===== config.mk =====
export PLATFORM = sky130hd
export DESIGN_NAME = link_packet_class_opcode_matcher
export DESIGN_NICKNAME = d
export VERILOG_FILES = /design/src/pkt_match_pkg.sv /design/src/select_compare.sv /design/src/link_packet_class_opcode_matcher.sv
export SDC_FILE = /design/constraint.sdc
export NUM_CORES = 1
export LEC_CHECK = 0
export BUFFER_PORTS_ARGS = -buffer_cell sky130_fd_sc_hd__buf_2
export CAP_MARGIN = 25
export CORE_UTILIZATION = 40
export DETAILED_ROUTE_END_ITERATION = 16
export PLACE_DENSITY_LB_ADDON = 0.3
export SLEW_MARGIN = 20
export SYNTH_ARGS = -nofsm -noshare
export SYNTH_HDL_FRONTEND = slang
export SYNTH_SLANG_ARGS = --single-unit
export TNS_END_PERCENT = 20

===== constraint.sdc =====
create_clock -name sys_clk -period 0.91 [get_ports sys_clk]
set_input_delay 0.0455 -clock sys_clk [delete_from_list [all_inputs] [get_ports sys_clk]]
set_output_delay 0.0455 -clock sys_clk [all_outputs]
set_load 0.005 [all_outputs]

===== src/pkt_match_pkg.sv =====
// Purpose: shared codes for the link packet class and opcode matcher
// Assumes: 4-bit class and 4-bit opcode fields per link packet
// Notes: decode kinds are shared where two classes carry the same meaning
// How it works
// - class field names seven classes, 0011 empty
// - software picks class and opcode to count
// - request opcodes decode to nine read/invalidate kinds
// - snoop 0-5 plain, 8-13 same kinds fanout
// - non-data response opcodes decode to eleven kinds
// - data responses, ordered, implicit writeback, debug data
// - writeback class opcodes decode to eleven kinds
// - non-coherent bypass opcodes decode to nine kinds
// - non-coherent standard opcodes decode to eleven kinds
package pkt_match_pkg;
    localparam int CLASS_W = 4;
    localparam int OPC_W = 4;

    // message class codes
    localparam logic [CLASS_W-1:0] CLASS_REQUEST = 4'h0;
    localparam logic [CLASS_W-1:0] CLASS_SNOOP = 4'h1;
    localparam logic [CLASS_W-1:0] CLASS_NONDATA_RESP = 4'h2;
    localparam logic [CLASS_W-1:0] CLASS_EMPTY = 4'h3;
    localparam logic [CLASS_W-1:0] CLASS_DATA_RESP = 4'h4;
    localparam logic [CLASS_W-1:0] CLASS_WRITEBACK = 4'h5;
    localparam logic [CLASS_W-1:0] CLASS_NC_BYPASS = 4'h6;
    localparam logic [CLASS_W-1:0] CLASS_NC_STANDARD = 4'h7;

    // reset values of registered outputs
    localparam logic [CLASS_W-1:0] CLASS_RESET = 4'h0;
    localparam logic [OPC_W-1:0] OPC_RESET = 4'h0;

    // how the comparator selects packets
    typedef enum logic [1:0] {
        MODE_CLASS_OPCODE = 2'h0,
        MODE_CLASS_ONLY = 2'h1,
        MODE_KIND = 2'h2,
        MODE_OFF = 2'h3
    } match_mode_t;

    // decoded packet kinds
    typedef enum logic [6:0] {
        K_NONE, K_RESERVED,
        K_READ_CURRENT, K_READ_CODE, K_READ_DATA, K_READ_DATA_MIGR, K_READ_INVAL_OWN,
        K_FLUSH_ALL, K_INVAL_TO_EXCL, K_READ_INVAL, K_INVAL_TO_MOD,
        K_SNOOP_CURRENT, K_SNOOP_CODE, K_SNOOP_DATA, K_SNOOP_MIGR, K_SNOOP_INVAL_OWN,
        K_SNOOP_INVAL,
        K_CMP_UNORDERED, K_CMP_PEER, K_RESP_INVALID, K_RESP_SHARED, K_RESP_FWD,
        K_RESP_FWD_INVALID, K_RESP_FWD_SHARED, K_CMP_MIRROR, K_RESP_CONFLICT,
        K_CMP_ORDERED, K_FWD_CONFLICT,
        K_DATA_MOD, K_DATA_EXCL, K_DATA_SHARED, K_DATA_MOD_CMP, K_DATA_EXCL_CMP,
        K_DATA_SHARED_CMP, K_IWRBK_FWD_INVALID, K_IWRBK_FWD_SHARED, K_IWRBK_INVALID,
        K_IWRBK_SHARED, K_DEBUG_DATA,
        K_WRBK_TO_INVALID, K_WRBK_TO_SHARED, K_WRBK_TO_EXCL, K_NONSNOOP_WRITE,
        K_WRBK_PART_INVALID, K_WRBK_PART_EXCL, K_NONSNOOP_WRITE_PART, K_WRBK_PUSH,
        K_FLUSH_HINT, K_CLEAN_EVICT, K_NONSNOOP_READ,
        K_NC_WRITE, K_WC_WRITE, K_NC_MESSAGE, K_INT_LOGICAL, K_INT_PHYSICAL,
        K_INT_PRIO_UPDATE, K_NC_WRITE_PART, K_WC_WRITE_PART, K_PEER_TO_PEER,
        K_NC_READ, K_INT_ACK, K_NC_READ_PART, K_CFG_READ, K_LOCKED_READ, K_IO_READ,
        K_CFG_WRITE, K_LOCKED_WRITE, K_IO_WRITE
    } kind_t;

    typedef struct packed {
        logic reserved;
        logic fanout;
        kind_t kind;
    } decode_t;
endpackage


===== src/select_compare.sv =====
// Purpose: registered match strobe against the software selection
// Assumes: inputs come from logic on sys_clk
// Notes: one cycle from packet to match
`timescale 1ns/1ns
module select_compare
    import pkt_match_pkg::*;
(
    input wire logic sys_clk, // system clock
    input wire logic rst_b, // async reset, active low
    input wire logic clk_en, // freezes state when low
    input wire logic pkt_valid, // packet present this cycle
    input wire logic [CLASS_W-1:0] pkt_class, // packet class field
    input wire logic [OPC_W-1:0] pkt_opcode, // packet opcode field
    input wire kind_t pkt_kind, // decoded kind of the packet
    input wire logic pkt_reserved, // packet kind is reserved
    input wire match_mode_t sel_mode, // selection mode
    input wire logic [CLASS_W-1:0] sel_class, // selected class
    input wire logic [OPC_W-1:0] sel_opcode, // selected opcode
    input wire kind_t sel_kind, // selected kind
    output logic match // one-cycle match strobe
);
    logic next_match;

    // selection against class and opcode, class alone, or by named kind
    always_comb
    begin
        next_match = 1'b0;
        if (pkt_valid)
        begin
            case (sel_mode)
                MODE_CLASS_OPCODE: next_match = (pkt_class == sel_class)
                    && (pkt_opcode == sel_opcode);
                MODE_CLASS_ONLY: next_match = (pkt_class == sel_class);
                MODE_KIND: next_match = (pkt_kind == sel_kind) && !pkt_reserved;
                default: next_match = 1'b0;
            endcase
        end
    end

    // match register
    always_ff @(posedge sys_clk or negedge rst_b)
    begin
        if (!rst_b)
            match <= 1'b0;
        else if (clk_en)
            match <= next_match;
    end
endmodule


===== src/link_packet_class_opcode_matcher.sv =====
// Purpose: decode link packet class and opcode, flag selected traffic
// Assumes: packet fields and selection come from logic on sys_clk
// Notes: all outputs registered, one cycle after the packet
`timescale 1ns/1ns
module link_packet_class_opcode_matcher
    import pkt_match_pkg::*;
(
    input wire logic sys_clk, // system clock, 100 MHz
    input wire logic rst_b, // async reset, active low
    input wire logic clk_en, // freezes state when low
    input wire logic pkt_valid, // packet present this cycle
    input wire logic [CLASS_W-1:0] pkt_class, // packet class field
    input wire logic [OPC_W-1:0] pkt_opcode, // packet opcode field
    input wire match_mode_t sel_mode, // selection mode
    input wire logic [CLASS_W-1:0] sel_class, // selected class
    input wire logic [OPC_W-1:0] sel_opcode, // selected opcode
    input wire kind_t sel_kind, // selected kind
    output logic match, // one-cycle match strobe
    output logic kind_valid, // decoded fields below are fresh
    output kind_t kind, // decoded kind
    output logic [CLASS_W-1:0] kind_class, // class of decoded packet
    output logic [OPC_W-1:0] kind_opcode, // opcode of decoded packet
    output logic kind_reserved, // class or opcode unassigned
    output logic kind_fanout // snoop goes to all peers
);
    decode_t next_decode;

    // table walk from class and opcode to a packet kind
    function automatic decode_t decode_packet(
        input logic [CLASS_W-1:0] cls,
        input logic [OPC_W-1:0] opc
    );
        decode_t d;
        d.reserved = 1'b0;
        d.fanout = 1'b0;
        d.kind = K_RESERVED;
        if (cls == CLASS_REQUEST)
        begin
            case (opc)
                4'h0: d.kind = K_READ_CURRENT;
                4'h1: d.kind = K_READ_CODE;
                4'h2: d.kind = K_READ_DATA;
                4'h3: d.kind = K_READ_DATA_MIGR;
                4'h4: d.kind = K_READ_INVAL_OWN;
                4'h5: d.kind = K_FLUSH_ALL;
                4'h7: d.kind = K_INVAL_TO_EXCL;
                4'hC: d.kind = K_READ_INVAL;
                4'hF: d.kind = K_INVAL_TO_MOD;
                default: d.reserved = 1'b1;
            endcase
        end
        else if (cls == CLASS_SNOOP)
        begin
            d.fanout = opc[3];
            case (opc)
                4'h0, 4'h8: d.kind = K_SNOOP_CURRENT;
                4'h1, 4'h9: d.kind = K_SNOOP_CODE;
                4'h2, 4'hA: d.kind = K_SNOOP_DATA;
                4'h3, 4'hB: d.kind = K_SNOOP_MIGR;
                4'h4, 4'hC: d.kind = K_SNOOP_INVAL_OWN;
                4'h5, 4'hD: d.kind = K_SNOOP_INVAL;
                default:
                begin
                    d.reserved = 1'b1;
                    d.fanout = 1'b0;
                end
            endcase
        end
        else if (cls == CLASS_NONDATA_RESP)
        begin
            case (opc)
                4'h0: d.kind = K_CMP_UNORDERED;
                4'h1: d.kind = K_CMP_PEER;
                4'h2: d.kind = K_RESP_INVALID;
                4'h3: d.kind = K_RESP_SHARED;
                4'h4: d.kind = K_RESP_FWD;
                4'h5: d.kind = K_RESP_FWD_INVALID;
                4'h6: d.kind = K_RESP_FWD_SHARED;
                4'h8: d.kind = K_CMP_MIRROR;
                4'hA: d.kind = K_RESP_CONFLICT;
                4'hC: d.kind = K_CMP_ORDERED;
                4'hD: d.kind = K_FWD_CONFLICT;
                default: d.reserved = 1'b1;
            endcase
        end
        else if (cls == CLASS_DATA_RESP)
        begin
            case (opc)
                4'h0: d.kind = K_DATA_MOD;
                4'h1: d.kind = K_DATA_EXCL;
                4'h2: d.kind = K_DATA_SHARED;
                4'h4: d.kind = K_DATA_MOD_CMP;
                4'h5: d.kind = K_DATA_EXCL_CMP;
                4'h6: d.kind = K_DATA_SHARED_CMP;
                4'hA: d.kind = K_IWRBK_FWD_INVALID;
                4'hB: d.kind = K_IWRBK_FWD_SHARED;
                4'hC: d.kind = K_IWRBK_INVALID;
                4'hD: d.kind = K_IWRBK_SHARED;
                4'hF: d.kind = K_DEBUG_DATA;
                default: d.reserved = 1'b1;
            endcase
        end
        else if (cls == CLASS_WRITEBACK)
        begin
            case (opc)
                4'h0: d.kind = K_WRBK_TO_INVALID;
                4'h1: d.kind = K_WRBK_TO_SHARED;
                4'h2: d.kind = K_WRBK_TO_EXCL;
                4'h3: d.kind = K_NONSNOOP_WRITE;
                4'h4: d.kind = K_WRBK_PART_INVALID;
                4'h6: d.kind = K_WRBK_PART_EXCL;
                4'h7: d.kind = K_NONSNOOP_WRITE_PART;
                4'h8: d.kind = K_WRBK_PUSH;
                4'hB: d.kind = K_FLUSH_HINT;
                4'hC: d.kind = K_CLEAN_EVICT;
                4'hD: d.kind = K_NONSNOOP_READ;
                default: d.reserved = 1'b1;
            endcase
        end
        else if (cls == CLASS_NC_BYPASS)
        begin
            case (opc)
                4'h0: d.kind = K_NC_WRITE;
                4'h1: d.kind = K_WC_WRITE;
                4'h8: d.kind = K_NC_MESSAGE;
                4'h9: d.kind = K_INT_LOGICAL;
                4'hA: d.kind = K_INT_PHYSICAL;
                4'hB: d.kind = K_INT_PRIO_UPDATE;
                4'hC: d.kind = K_NC_WRITE_PART;
                4'hD: d.kind = K_WC_WRITE_PART;
                4'hF: d.kind = K_PEER_TO_PEER;
                default: d.reserved = 1'b1;
            endcase
        end
        else if (cls == CLASS_NC_STANDARD)
        begin
            case (opc)
                4'h0: d.kind = K_NC_READ;
                4'h1: d.kind = K_INT_ACK;
                4'h4: d.kind = K_NC_READ_PART;
                4'h5: d.kind = K_CFG_READ;
                4'h6: d.kind = K_LOCKED_READ;
                4'h7: d.kind = K_IO_READ;
                4'h8: d.kind = K_NC_MESSAGE;
                4'h9: d.kind = K_CFG_WRITE;
                4'hA: d.kind = K_LOCKED_WRITE;
                4'hB: d.kind = K_IO_WRITE;
                4'hF: d.kind = K_PEER_TO_PEER;
                default: d.reserved = 1'b1;
            endcase
        end
        else
        begin
            d.reserved = 1'b1; // 0011 and codes above 0111 carry no class
        end
        return d;
    endfunction

    // decode of the current packet
    always_comb
    begin
        next_decode = decode_packet(pkt_class, pkt_opcode);
    end

    // decoded fields, held between packets
    always_ff @(posedge sys_clk or negedge rst_b)
    begin
        if (!rst_b)
        begin
            kind <= K_NONE;
            kind_class <= CLASS_RESET;
            kind_opcode <= OPC_RESET;
            kind_reserved <= 1'b0;
            kind_fanout <= 1'b0;
        end
        else if (clk_en && pkt_valid)
        begin
            kind <= next_decode.kind;
            kind_class <= pkt_class;
            kind_opcode <= pkt_opcode;
            kind_reserved <= next_decode.reserved;
            kind_fanout <= next_decode.fanout;
        end
    end

    // freshness strobe for the decoded fields
    always_ff @(posedge sys_clk or negedge rst_b)
    begin
        if (!rst_b)
            kind_valid <= 1'b0;
        else if (clk_en)
            kind_valid <= pkt_valid;
    end

    // selection comparator with its own output register
    select_compare u_compare (
        .sys_clk(sys_clk),
        .rst_b(rst_b),
        .clk_en(clk_en),
        .pkt_valid(pkt_valid),
        .pkt_class(pkt_class),
        .pkt_opcode(pkt_opcode),
        .pkt_kind(next_decode.kind),
        .pkt_reserved(next_decode.reserved),
        .sel_mode(sel_mode),
        .sel_class(sel_class),
        .sel_opcode(sel_opcode),
        .sel_kind(sel_kind),
        .match(match)
    );
endmodule


Word-level counts from Yosys, hierarchy flattened
Cells that the tools add are included.
Storage, ports and cells
  flip-flop bits (word level): 19
  output and inout bits: 19
  input bits: 29
Cells by class
  multiplexer cells: 32
  equality and inequality tests: 25
  reductions and logical operators: 20
Operators with widths (count)
  $pmux 6 s11: 2
  $pmux 7 s11: 1
  $pmux 5 s11: 1
  $pmux 6 s9: 1
  $mux 7: 7
  $reduce_or 11->1: 4
  $pmux 4 s9: 1
  $eq 4x3->1 const B: 8
  $pmux 5 s6: 1
  $eq 4x4->1 const B: 7
  $reduce_or 9->1: 2
  $mux 1: 16
  $eq 4x2->1 const B: 3
  $reduce_or 12->1: 1
  $reduce_or 2->1: 6
  $eq 4x1->1 const B: 2
  $eq 4x4->1: 2
  $logic_not 4->1: 2
  $eq 7x7->1: 1
  $logic_and 1x1->1: 3
  $pmux 1 s3: 1
  $eq 2x1->1 const B: 1
  $eq 2x2->1 const B: 1
  $logic_not 2->1: 1
  2 further kinds: 2

Logic depth before layout (Yosys ltp)
Gate-level depths: netlist of run 1.
  depth in word-level cells: 14
  mapped depth: 10

Cells and area by module
Synthesis of run 1 repeated with hierarchy kept, for this count alone.
Unflattened totals
  cell total of the unflattened synthesis: 267
  area, all modules: 2024.4 sq um
By module, submodules not included
  link_packet_class_opcode_matcher: cells each 240, times used 1, area each 1794.2 sq um
  select_compare: cells each 27, times used 1, area each 230.2 sq um

Worst setup path after synthesis of run 1
OpenSTA, ideal clock, no wires.
  path kind: input to register
  start point: input port pkt_opcode[1]
  end point: register u_compare.match
  setup time: 0.132 ns
  arrival: 1.861 ns
  path buffers: 1
  path slack: -1.083 ns
  cell stages on the path: 8
  path through: buf_6 > a211o_1 > a21o_1 > a2111o_1 > a221oi_2 > mux2_1 > a31oi_1 > o41ai_2
On the way
  longest elaborated chain between the ends: 14
  elaborated cells on any way between the ends: 63
  classes of those cells: eq/ne: 16; mux: 30; reduce/logical: 17
RTL lines
  from (decl): line link_packet_class_opcode_matcher.sv:13  | input wire logic [OPC_W-1:0] pkt_opcode,
  parallel branches: the longest is 12 deep, another holds $pmux 7 s11
  $pmux 1 s3 *: line select_compare.sv:30  | case (sel_mode)
  $mux 1 *: line select_compare.sv:28  | if (pkt_valid)
  to (signal assigned): line select_compare.sv:46  | match <= next_match;
  to (decl): line select_compare.sv:20  | output logic match
Mark *: on every way between the ends.
A chain may end at the register's enable or synchronous reset.

Final worst setup path of run 1
  start point: input port pkt_opcode[3]
  end point: register u_compare.match
The elaborated chain is that of the path after synthesis.

==> metrics.txt, run 1 <==
final setup fails 8; first drt pass iteration count 6; cts bufs inserted 3; vias per cell between 5 and 6; ys async rst share 1.000; data required time of the worst path 1.04 ns; critical path type input pin to flip-flop; Max-Slew Margin vs Limit 0.7058; drt total wl a little under 8000 um; Port Buf Inserts 47; final setup margin -0.9765 ns; clock tree buffer depth 2; Routed Antenna Nets 0; Area growth syn-to-layout 60.27%; fin crit share 2.073; clk root buf clkbuf_8; All-Layer GR Usage 0.2772; core area 5140 um2; Worst-path clk slew 0.07 ns; vias in the first global route 2480; minimum clock period ~1.9 ns; worst slew pin tran roughly 0.44 ns; post-synthesis cell type count 70; first-pass GRT wire length between 10000 and 15000 um; Placement Setup Slack -1.356 ns; row cnt 26; Mapped Area ~2200 um2; Top Ports 48; Final nets about 420; DP Wirelength ~5600 um; Pwr Total a little over 3 mW; maximum vdd drop about 0.59 mV; share of the synthesized area in the top cell type 0.2204; clock skew 0 ns; FF+latch count, synth 19; initial antenna violation count 0; Hold Vio Cnt, Final 0; GRT overflow 0; Max Transition Viols Final 0; power per cell area between 800 and 900 nW/um2; area leader, netlist dfrtp_1; Lkg Pwr around 1.6 nW; GPL Wtd Cong about 0.95; TritonCTS clock tree done; largest fanout on the critical path 13; via count 2758; predominant post-synthesis flop cell dfrtp_1; leading cell types by total area after synthesis dfrtp_1 (22%), o21ai_0 (6.7%), mux2_2 (4.7%); Die Area between 5000 and 6000 um2; MaxCap Viol Count 0; layout cell share with drive strength beyond 1 0.5140; run status complete, but fails checks; sequential fraction of the synthesis area 0.2204; die span in x about 75 um; CP Capture Type flip-flop; Min-Delay Path Class input pin to flip-flop; Mapped Nets ~300; Clock Latency Late Sink 0.26 ns; critical path startpoint category input pin; largest net degree at the start of global routing 30; CTS sink count 19; RSZ-0062 raised after global routing yes; synthesis warning total 0; number of DRC markers in iteration 0 between 200 and 300; Worst Path Arrival between 2 and 2.5 ns; H-Tree Depth 1; setup TNS -4.245 ns; Die Height between 70 and 80 um; Initial Utilization 0.4197; Post-synth EDFFs 0; n_diodes 0; failing checks setup timing; Mean Syn Cell Area approximately 7.9 um2; Peak Freq about 530 MHz; Cells after Synth ~270; drt wl/cell roughly 17 um; DRC 0
layout make-up:
cell class              count  area, um2
well taps                  70      87.58
clock buffers               3      41.29
repair buffers            144       1104
fillers                   410       1683
multi-input cells         222       1729
clock inverters             1      5.005
inverters                   4      15.01
flip-flops and latches     19      475.5
critical path, cell delays in order:
cell and delay (ns):
buf_12 0.12, a211o_1 0.29, a21o_1 0.17, a2111o_1 0.41, a221oi_4 0.36, mux2_4 0.35, a31oi_4 0.16, o41ai_4 0.10
Yosys cell counts (all sizes together) (3+ instances only):
master,number
nor2b,7
nor3b,4
o21ai,31
nand2,26
dfrtp,19
a21oi,12
or2,3
xor2,8
mux2,10
nand2b,6
nor2,14
o22ai,8
a311oi,3
nand3,4
a31oi,6
buf,22
o211ai,4
clkbuf,5
nor3,6
a21o,4
inv,4
nand3b,3
a221oi,5
and3b,3
xnor2,10
through the flow:
step	instances	utilization	hold WS (ns)	area, um2
after detailed placement	444	0.5721	0.01206	2940
after floorplan	272	-	-0.2501	2168
final	463	0.6726	0.07438	3457
after global routing	463	0.6726	0.08305	3457
after CTS	461	0.6465	0.07779	3323
after global placement	444	0.5721	0.003634	2940
repair_timing:
item                                    4_1_cts  5_1_grt
hold buffers                                  1        0
buffers inserted                             11        2
pin swaps                                    19       11
endpoints found under the setup margin        9        8
hold endpoints to repair                     19        0
gates cloned                                  1        0
resized for setup                            65       22
registers in the layout, indices dropped and copies added, names as in the netlist:
register         flops
kind_opcode          4
kind_class           4
kind_valid           1
kind                 7
kind_fanout          1
u_compare.match      1
kind_reserved        1
worst paths after layout:
kind                            slack, ns  cells after the start             from         endpoint
worst max-delay path                -0.98                      8    pkt_opcode[3]  u_compare.match
worst min-delay path                 0.07                      3           clk_en       kind_valid
worst max register to register      -0.03                      2  u_compare.match  u_compare.match
worst min register to register       0.47                      1          kind[0]          kind[0]
max in group asynchronous            0.35                      2            rst_b    kind_class[0]
min in group asynchronous            0.25                      2            rst_b      kind_fanout
layout by cell type (no fill, tap or decap), drive strengths merged, types with 4 or more instances in the layout:
master / Yosys / final
nor3b: 4 / 4
o211ai: 4 / 4
xnor2: 10 / 10
xor2: 8 / 8
o21ai: 31 / 31
nand2b: 6 / 6
nand2: 26 / 26
nor2: 14 / 14
a21oi: 12 / 12
nor2b: 7 / 7
mux2: 10 / 10
o22ai: 8 / 8
nor3: 6 / 6
dfrtp: 19 / 19
inv: 4 / 4
nand3: 4 / 4
a21o: 4 / 4
a31oi: 6 / 6
buf: 22 / 143
a221oi: 5 / 5
routing by layer:
layer  vias up  track usage  part of all wire
met2       154       0.4802              0.49
met3        26      0.04630             0.079
met5         -            0                 0
li1       1262            -                 -
met1      1316       0.3583              0.40
met4         0      0.06996             0.027
power breakdown:
part / switching, mW / total, mW / internal, mW / leakage, nW
Sequential: 0.0481 / 0.992 / 0.944 / 0.237
Combinational: 0.706 / 1.47 / 0.760 / 1.32
Clock: 0.294 / 0.600 / 0.305 / 0.0255
cell families (layout without fill, tap and decap cells):
family / Yosys count / in the layout / share of synthesized area
AO/OA/AOI/OAI: 100 / 100 / 0.3231
XOR/XNOR: 18 / 18 / 0.07309
buffers and inverters: 31 / 152 / 0.07888
flip-flops: 19 / 19 / 0.2204
multiplexers: 11 / 11 / 0.05685
AND/OR/NAND/NOR: 93 / 93 / 0.2477
(Power assumes the default switching activity.)
==> run 2, diff against run 1 <==
MAX_ROUTING_LAYER = met4   (was not set)
==> run 2 against run 1 <==
The flow still finishes with violations (setup timing); clock power down 2%; global-route usage up 1.3 points; sequential power about the same; sequential share of layout area down 0.42 points; largest power group unchanged.
==> metrics.txt, run 2 (synthesis gave the netlist of run 1 again) <==
die span in x 75.44 um (unchanged); Routed Antenna Nets 0 (unchanged); switching power 1.026 mW (-2.2%); fin crit share 2.125 (+0.05190); first drt pass iteration count 5 (-1); Port Buf Inserts 47 (unchanged); Die Height 75.44 um (unchanged); maximum vdd drop 0.7737 mV (+31%); Top reg by flops kind; clk root buf clkbuf_8; Max Transition Viols Final 0 (unchanged); critical path startpoint category input pin; n_diodes 0 (unchanged); Comb power frac 0.486 (+0.007); Placement Setup Slack -1.350 ns (+0.005980 ns); vias in the first global route 2515 (+1.4%); core area 5140 um2 (unchanged); Min-Delay Path Class input pin to flip-flop; P_int 2.044 mW (+1.7%); vias per cell 5.735 (-3.7%); switching portion of total power 0.3342 (-0.008781); final setup fails 9 (+1); placed cells 457 (+2.9%); Clock Latency Late Sink 0.26 ns (about the same); DP Wirelength 5857 um (+4.8%); row cnt 26 (unchanged); cts bufs inserted 3 (unchanged); final setup margin -1.024 ns (-0.04723 ns); All-Layer GR Usage 0.2901 (+0.01288); Pwr Total 3.070 mW (+0.39%); first-pass GRT wire length 12070 um (-0.34%); Peak Freq 517.1 MHz (-2.4%); max reg flops 7 (unchanged); DRC 0 (unchanged); Max-Slew Margin vs Limit 0.6392 (-0.06656); GRT overflow 0 (unchanged); commonest non-fill, non-tap cells in the layout buf_4 (103), buf_2 (39), nand2_1 (24), o21ai_0 (19), dfrtp_1 (19); cell area after layout 3567 um2 (+3.2%); GPL Wtd Cong 0.9462 (-0.15%); commonest non-fill, non-tap cell in the layout buf_4; H-Tree Depth 1 (unchanged); power per cell area 860.5 nW/um2 (-2.7%); TritonCTS clock tree done; CP Capture Type flip-flop; run status complete, but fails checks; initial antenna violation count 0 (unchanged); drt wl/cell 16.64 um (-2.2%); RSZ-0062 raised after global routing yes; failing checks setup timing; Clock power frac 0.191 (-0.005); setup TNS -4.890 ns (-0.6455 ns); Area growth syn-to-layout 65.37%; MaxCap Viol Count 0 (unchanged); fin cells 480 (+3.7%); Top Ports 48 (unchanged); via count 2753 (-0.18%); CTS sink count 19 (unchanged); largest net degree at the start of global routing 30 (unchanged); Hold Vio Cnt, Final 0 (unchanged); Die Area 5690 um2 (unchanged); layout cell share with drive strength beyond 1 0.5439 (+0.02991); critical path type input pin to flip-flop; Initial Utilization 0.4197 (unchanged); clock skew 0 ns (unchanged); Lkg Pwr 1.640 nW (+3.9%); Reg power frac 0.323 (about the same); Worst-path clk slew 0.07 ns (about the same); data required time of the worst path 1.07 ns (+0.03 ns); largest fanout on the critical path 6 (-7); minimum clock period 1.934 ns (+0.04723 ns); clock tree buffer depth 2 (unchanged); Final nets 440 (+4.0%); drt total wl 7985 um (+1.4%); number of DRC markers in iteration 0 236 (-8.5%); DP Area 3050 um2 (+3.7%); Worst Path Arrival 2.09 ns (+0.08 ns); Largest regs kind: 7 flops, kind_class: 4 flops, kind_opcode: 4 flops; worst slew pin tran 0.5327 ns (+0.09143 ns)
-- run 2: changes by cell type in the layout (fill, tap and decap cells not counted), sizes merged --
cell  before  now
buf      143  160
-- run 2: area by class of cell --
class	instances	area, um2
inverters	4	15.01
flip-flops and latches	19	475.5
clock inverters	1	5.005
well taps	70	87.58
multi-input cells	222	1708
clock buffers	3	41.29
repair buffers	161	1235
fillers	406	1573
-- run 2: per-stage QoR --
stage	hold WS (ns)	util
finish	0.08256	0.6940
global route	0.08911	0.6940
CTS	0.08705	0.6478
detailed placement	0.005414	0.5935
global placement	0.007002	0.5935
floorplan	-0.2501	-
-- run 2: final timing paths --
kind                                 start         endpoint  slack, ns  cells after the start
setup / recovery              pkt_class[1]  u_compare.match      -1.02                      7
hold / removal                      clk_en       kind_valid       0.08                      3
setup reg to reg           u_compare.match  u_compare.match       0.05                      2
hold reg to reg                    kind[5]          kind[5]       0.48                      2
max in group asynchronous            rst_b          kind[3]       0.34                      2
min in group asynchronous            rst_b  u_compare.match       0.27                      2
-- run 2: power groups by stage --
| stage | logic (mW) | clock network (mW) | registers (mW) |
|---|---|---|---|
| 2_1_floorplan | 0.628 | 0 | 1.02 |
| 3_3_place_gp | 1.23 | 0 | 1.00 |
| 3_5_place_dp | 1.24 | 0 | 1.01 |
| 4_1_cts | 1.36 | 0.591 | 0.991 |
| 5_1_grt | 1.62 | 0.621 | 1.00 |
| 6_report | 1.49 | 0.585 | 0.992 |
-- run 2: worst max-delay path, stage by stage --
cell and delay (ns):
buf_12 0.11, buf_6 0.12, or4b_4 0.52, a221oi_2 0.33
nor3_2 0.09, or4_4 0.54, o41ai_2 0.34
-- run 2: what timing repair did --
action / 4_1_cts / 5_1_grt
pin swaps: 9 / 15
setup buffers: 4 / 15
hold buffers: 1 / 0
gates resized for setup: 56 / 36
setup endpoints to repair: 10 / 9
endpoints found under the hold margin: 19 / 0
-- run 2: routing by layer --
layer,track usage,routed length (um)
met5,-,0
met4,0.1296,313
met3,0.04762,468
met2,0.4752,3872
met1,0.3506,3331
==> run 3, diff against run 2 <==
PLACE_DENSITY_LB_ADDON = not set   (was 0.3)
==> run 3 against run 2 <==
The run still ends with setup timing left; final cell count decreased by 2.3%; maximum frequency increased by 4.7%; clock skew unchanged; core utilization decreased by 1.9 points; non-clock buffer count decreased by 11; sequential cell count unchanged; critical path depth increased by 1; register-to-register slack improved by 0.04 ns; worst setup slack improved by 0.087 ns; cell area decreased by 2.8%; clock power increased by 3%; critical path type unchanged; critical endpoint unchanged; largest cell class unchanged; largest power group unchanged; highest routed layer unchanged.
==> metrics.txt, run 3 (synthesis gave the netlist of run 1 again) <==
Clock Latency Late Sink 0.25 ns (about the same); run status complete, but fails checks; die span in x 75.44 um (unchanged); failing checks setup timing; clock skew 0 ns (unchanged); cts bufs inserted 3 (unchanged); layout cell share with drive strength beyond 1 0.4937 (-0.05017); clk root buf clkbuf_8; DP Area 3020 um2 (-0.98%); critical path type input pin to flip-flop; DP Wirelength 5762 um (-1.6%); Initial Utilization 0.4197 (unchanged); first drt pass iteration count 5 (unchanged); All-Layer GR Usage 0.2846 (-0.005452); H-Tree Depth 1 (unchanged); first-pass GRT wire length 11790 um (-2.3%); n_diodes 0 (unchanged); commonest non-fill, non-tap cells in the layout buf_4 (92), buf_2 (39), nand2_1 (26), o21ai_0 (19), dfrtp_1 (19); RSZ-0062 raised after global routing yes; largest fanout on the critical path 10 (+4); Max-Slew Margin vs Limit 0.6174 (-0.02184); fin cells 469 (-2.3%); TritonCTS clock tree done; worst slew pin tran 0.5650 ns (+0.03225 ns); max reg flops 7 (unchanged); Final nets 429 (-2.5%); vias in the first global route 2487 (-1.1%); number of DRC markers in iteration 0 206 (-13%); cell area after layout 3467 um2 (-2.8%); drt total wl 7900 um (-1.1%); CTS sink count 19 (unchanged); vias per cell 5.746 (+0.19%); Worst Path Arrival 1.99 ns (-0.10 ns); worst hold margin 0.1023 ns (+0.01971 ns); fin crit share 2.029 (-0.09599); GRT overflow 0 (unchanged); largest net degree at the start of global routing 30 (unchanged); maximum vdd drop 0.7996 mV (+3.3%); Area growth syn-to-layout 60.73%; Top Ports 48 (unchanged); MaxCap Viol Count 0 (unchanged); data required time of the worst path 1.06 ns (about the same); row cnt 26 (unchanged); Top reg by flops kind; final setup fails 9 (unchanged); Hold Vio Cnt, Final 0 (unchanged); clock tree buffer depth 2 (unchanged); final core occ 0.6745 (-0.01947); Min-Delay Path Class input pin to flip-flop; critical path startpoint category input pin; CP Capture Type flip-flop; Largest regs kind: 7 flops, kind_class: 4 flops, kind_opcode: 4 flops; Pwr Total 3.055 mW (-0.48%); Port Buf Inserts 47 (unchanged); via count 2695 (-2.1%); initial antenna violation count 0 (unchanged); core area 5140 um2 (unchanged); drt wl/cell 16.84 um (+1.3%); power per cell area 881.2 nW/um2 (+2.4%); Die Height 75.44 um (unchanged); DRC 0 (unchanged); Max Transition Viols Final 0 (unchanged); placed cells 453 (-0.88%); Routed Antenna Nets 0 (unchanged); Placement Setup Slack -1.318 ns (+0.03231 ns); Worst-path clk slew 0.08 ns (about the same); Die Area 5690 um2 (unchanged); minimum clock period 1.846 ns (-0.08735 ns); Lkg Pwr 1.575 nW (-4.0%); setup TNS -4.443 ns (+0.4474 ns); final setup margin -0.9364 ns (+0.08735 ns); Peak Freq 541.6 MHz (+4.7%); commonest non-fill, non-tap cell in the layout buf_4; GPL Wtd Cong 0.9088 (-4.0%)
## run 3: path summary, 6_finish.rpt
path / startpoint / end / slack [ns] / cells past startpoint
hold reg to reg: kind[0] / kind[0] / 0.48 / 1
hold / removal: clk_en / kind_valid / 0.10 / 3
max in group asynchronous: rst_b / kind_opcode[1] / 0.34 / 2
min in group asynchronous: rst_b / kind_opcode[3] / 0.25 / 2
setup / recovery: pkt_opcode[3] / u_compare.match / -0.94 / 8
setup reg to reg: u_compare.match / u_compare.match / 0.09 / 2
## run 3: repair_timing
action / 4_1_cts / 5_1_grt
endpoints found under the setup margin: 10 / 9
setup buffers: 9 / 2
pin swaps: 15 / 8
hold buffers: 1 / 0
hold endpoints to repair: 19 / 0
gates resized for setup: 66 / 16
## run 3: layout make-up
cell class	instances	area [um2]
Tap cell	70	87.58
Timing Repair Buffer	150	1166
Multi-Input combinational cell	222	1673
Sequential cell	19	475.5
Fill cell	442	1673
Clock buffer	4	45.04
Inverter	4	20.02
## run 3: power breakdown
| group | total (mW) | switching (mW) | internal [mW] |
|---|---|---|---|
| Combinational | 1.46 | 0.693 | 0.771 |
| Sequential | 0.990 | 0.0466 | 0.944 |
| Clock | 0.601 | 0.289 | 0.312 |
## run 3: worst max-delay path: stages
cell and delay [ns]:
buf_8 0.12, a211o_1 0.29, a21o_1 0.15, a2111o_1 0.41
a221oi_4 0.35, mux2_4 0.34, a31oi_2 0.20, o41ai_2 0.09
## run 3: metal layers
layer | vias to the layer above | part of all wire | track usage
met4 | 0 | 0.022 | 0.07407
met2 | 94 | 0.49 | 0.4821
li1 | 1282 | - | -
met5 | - | 0 | -
met1 | 1303 | 0.44 | 0.3595
met3 | 16 | 0.049 | 0.03439
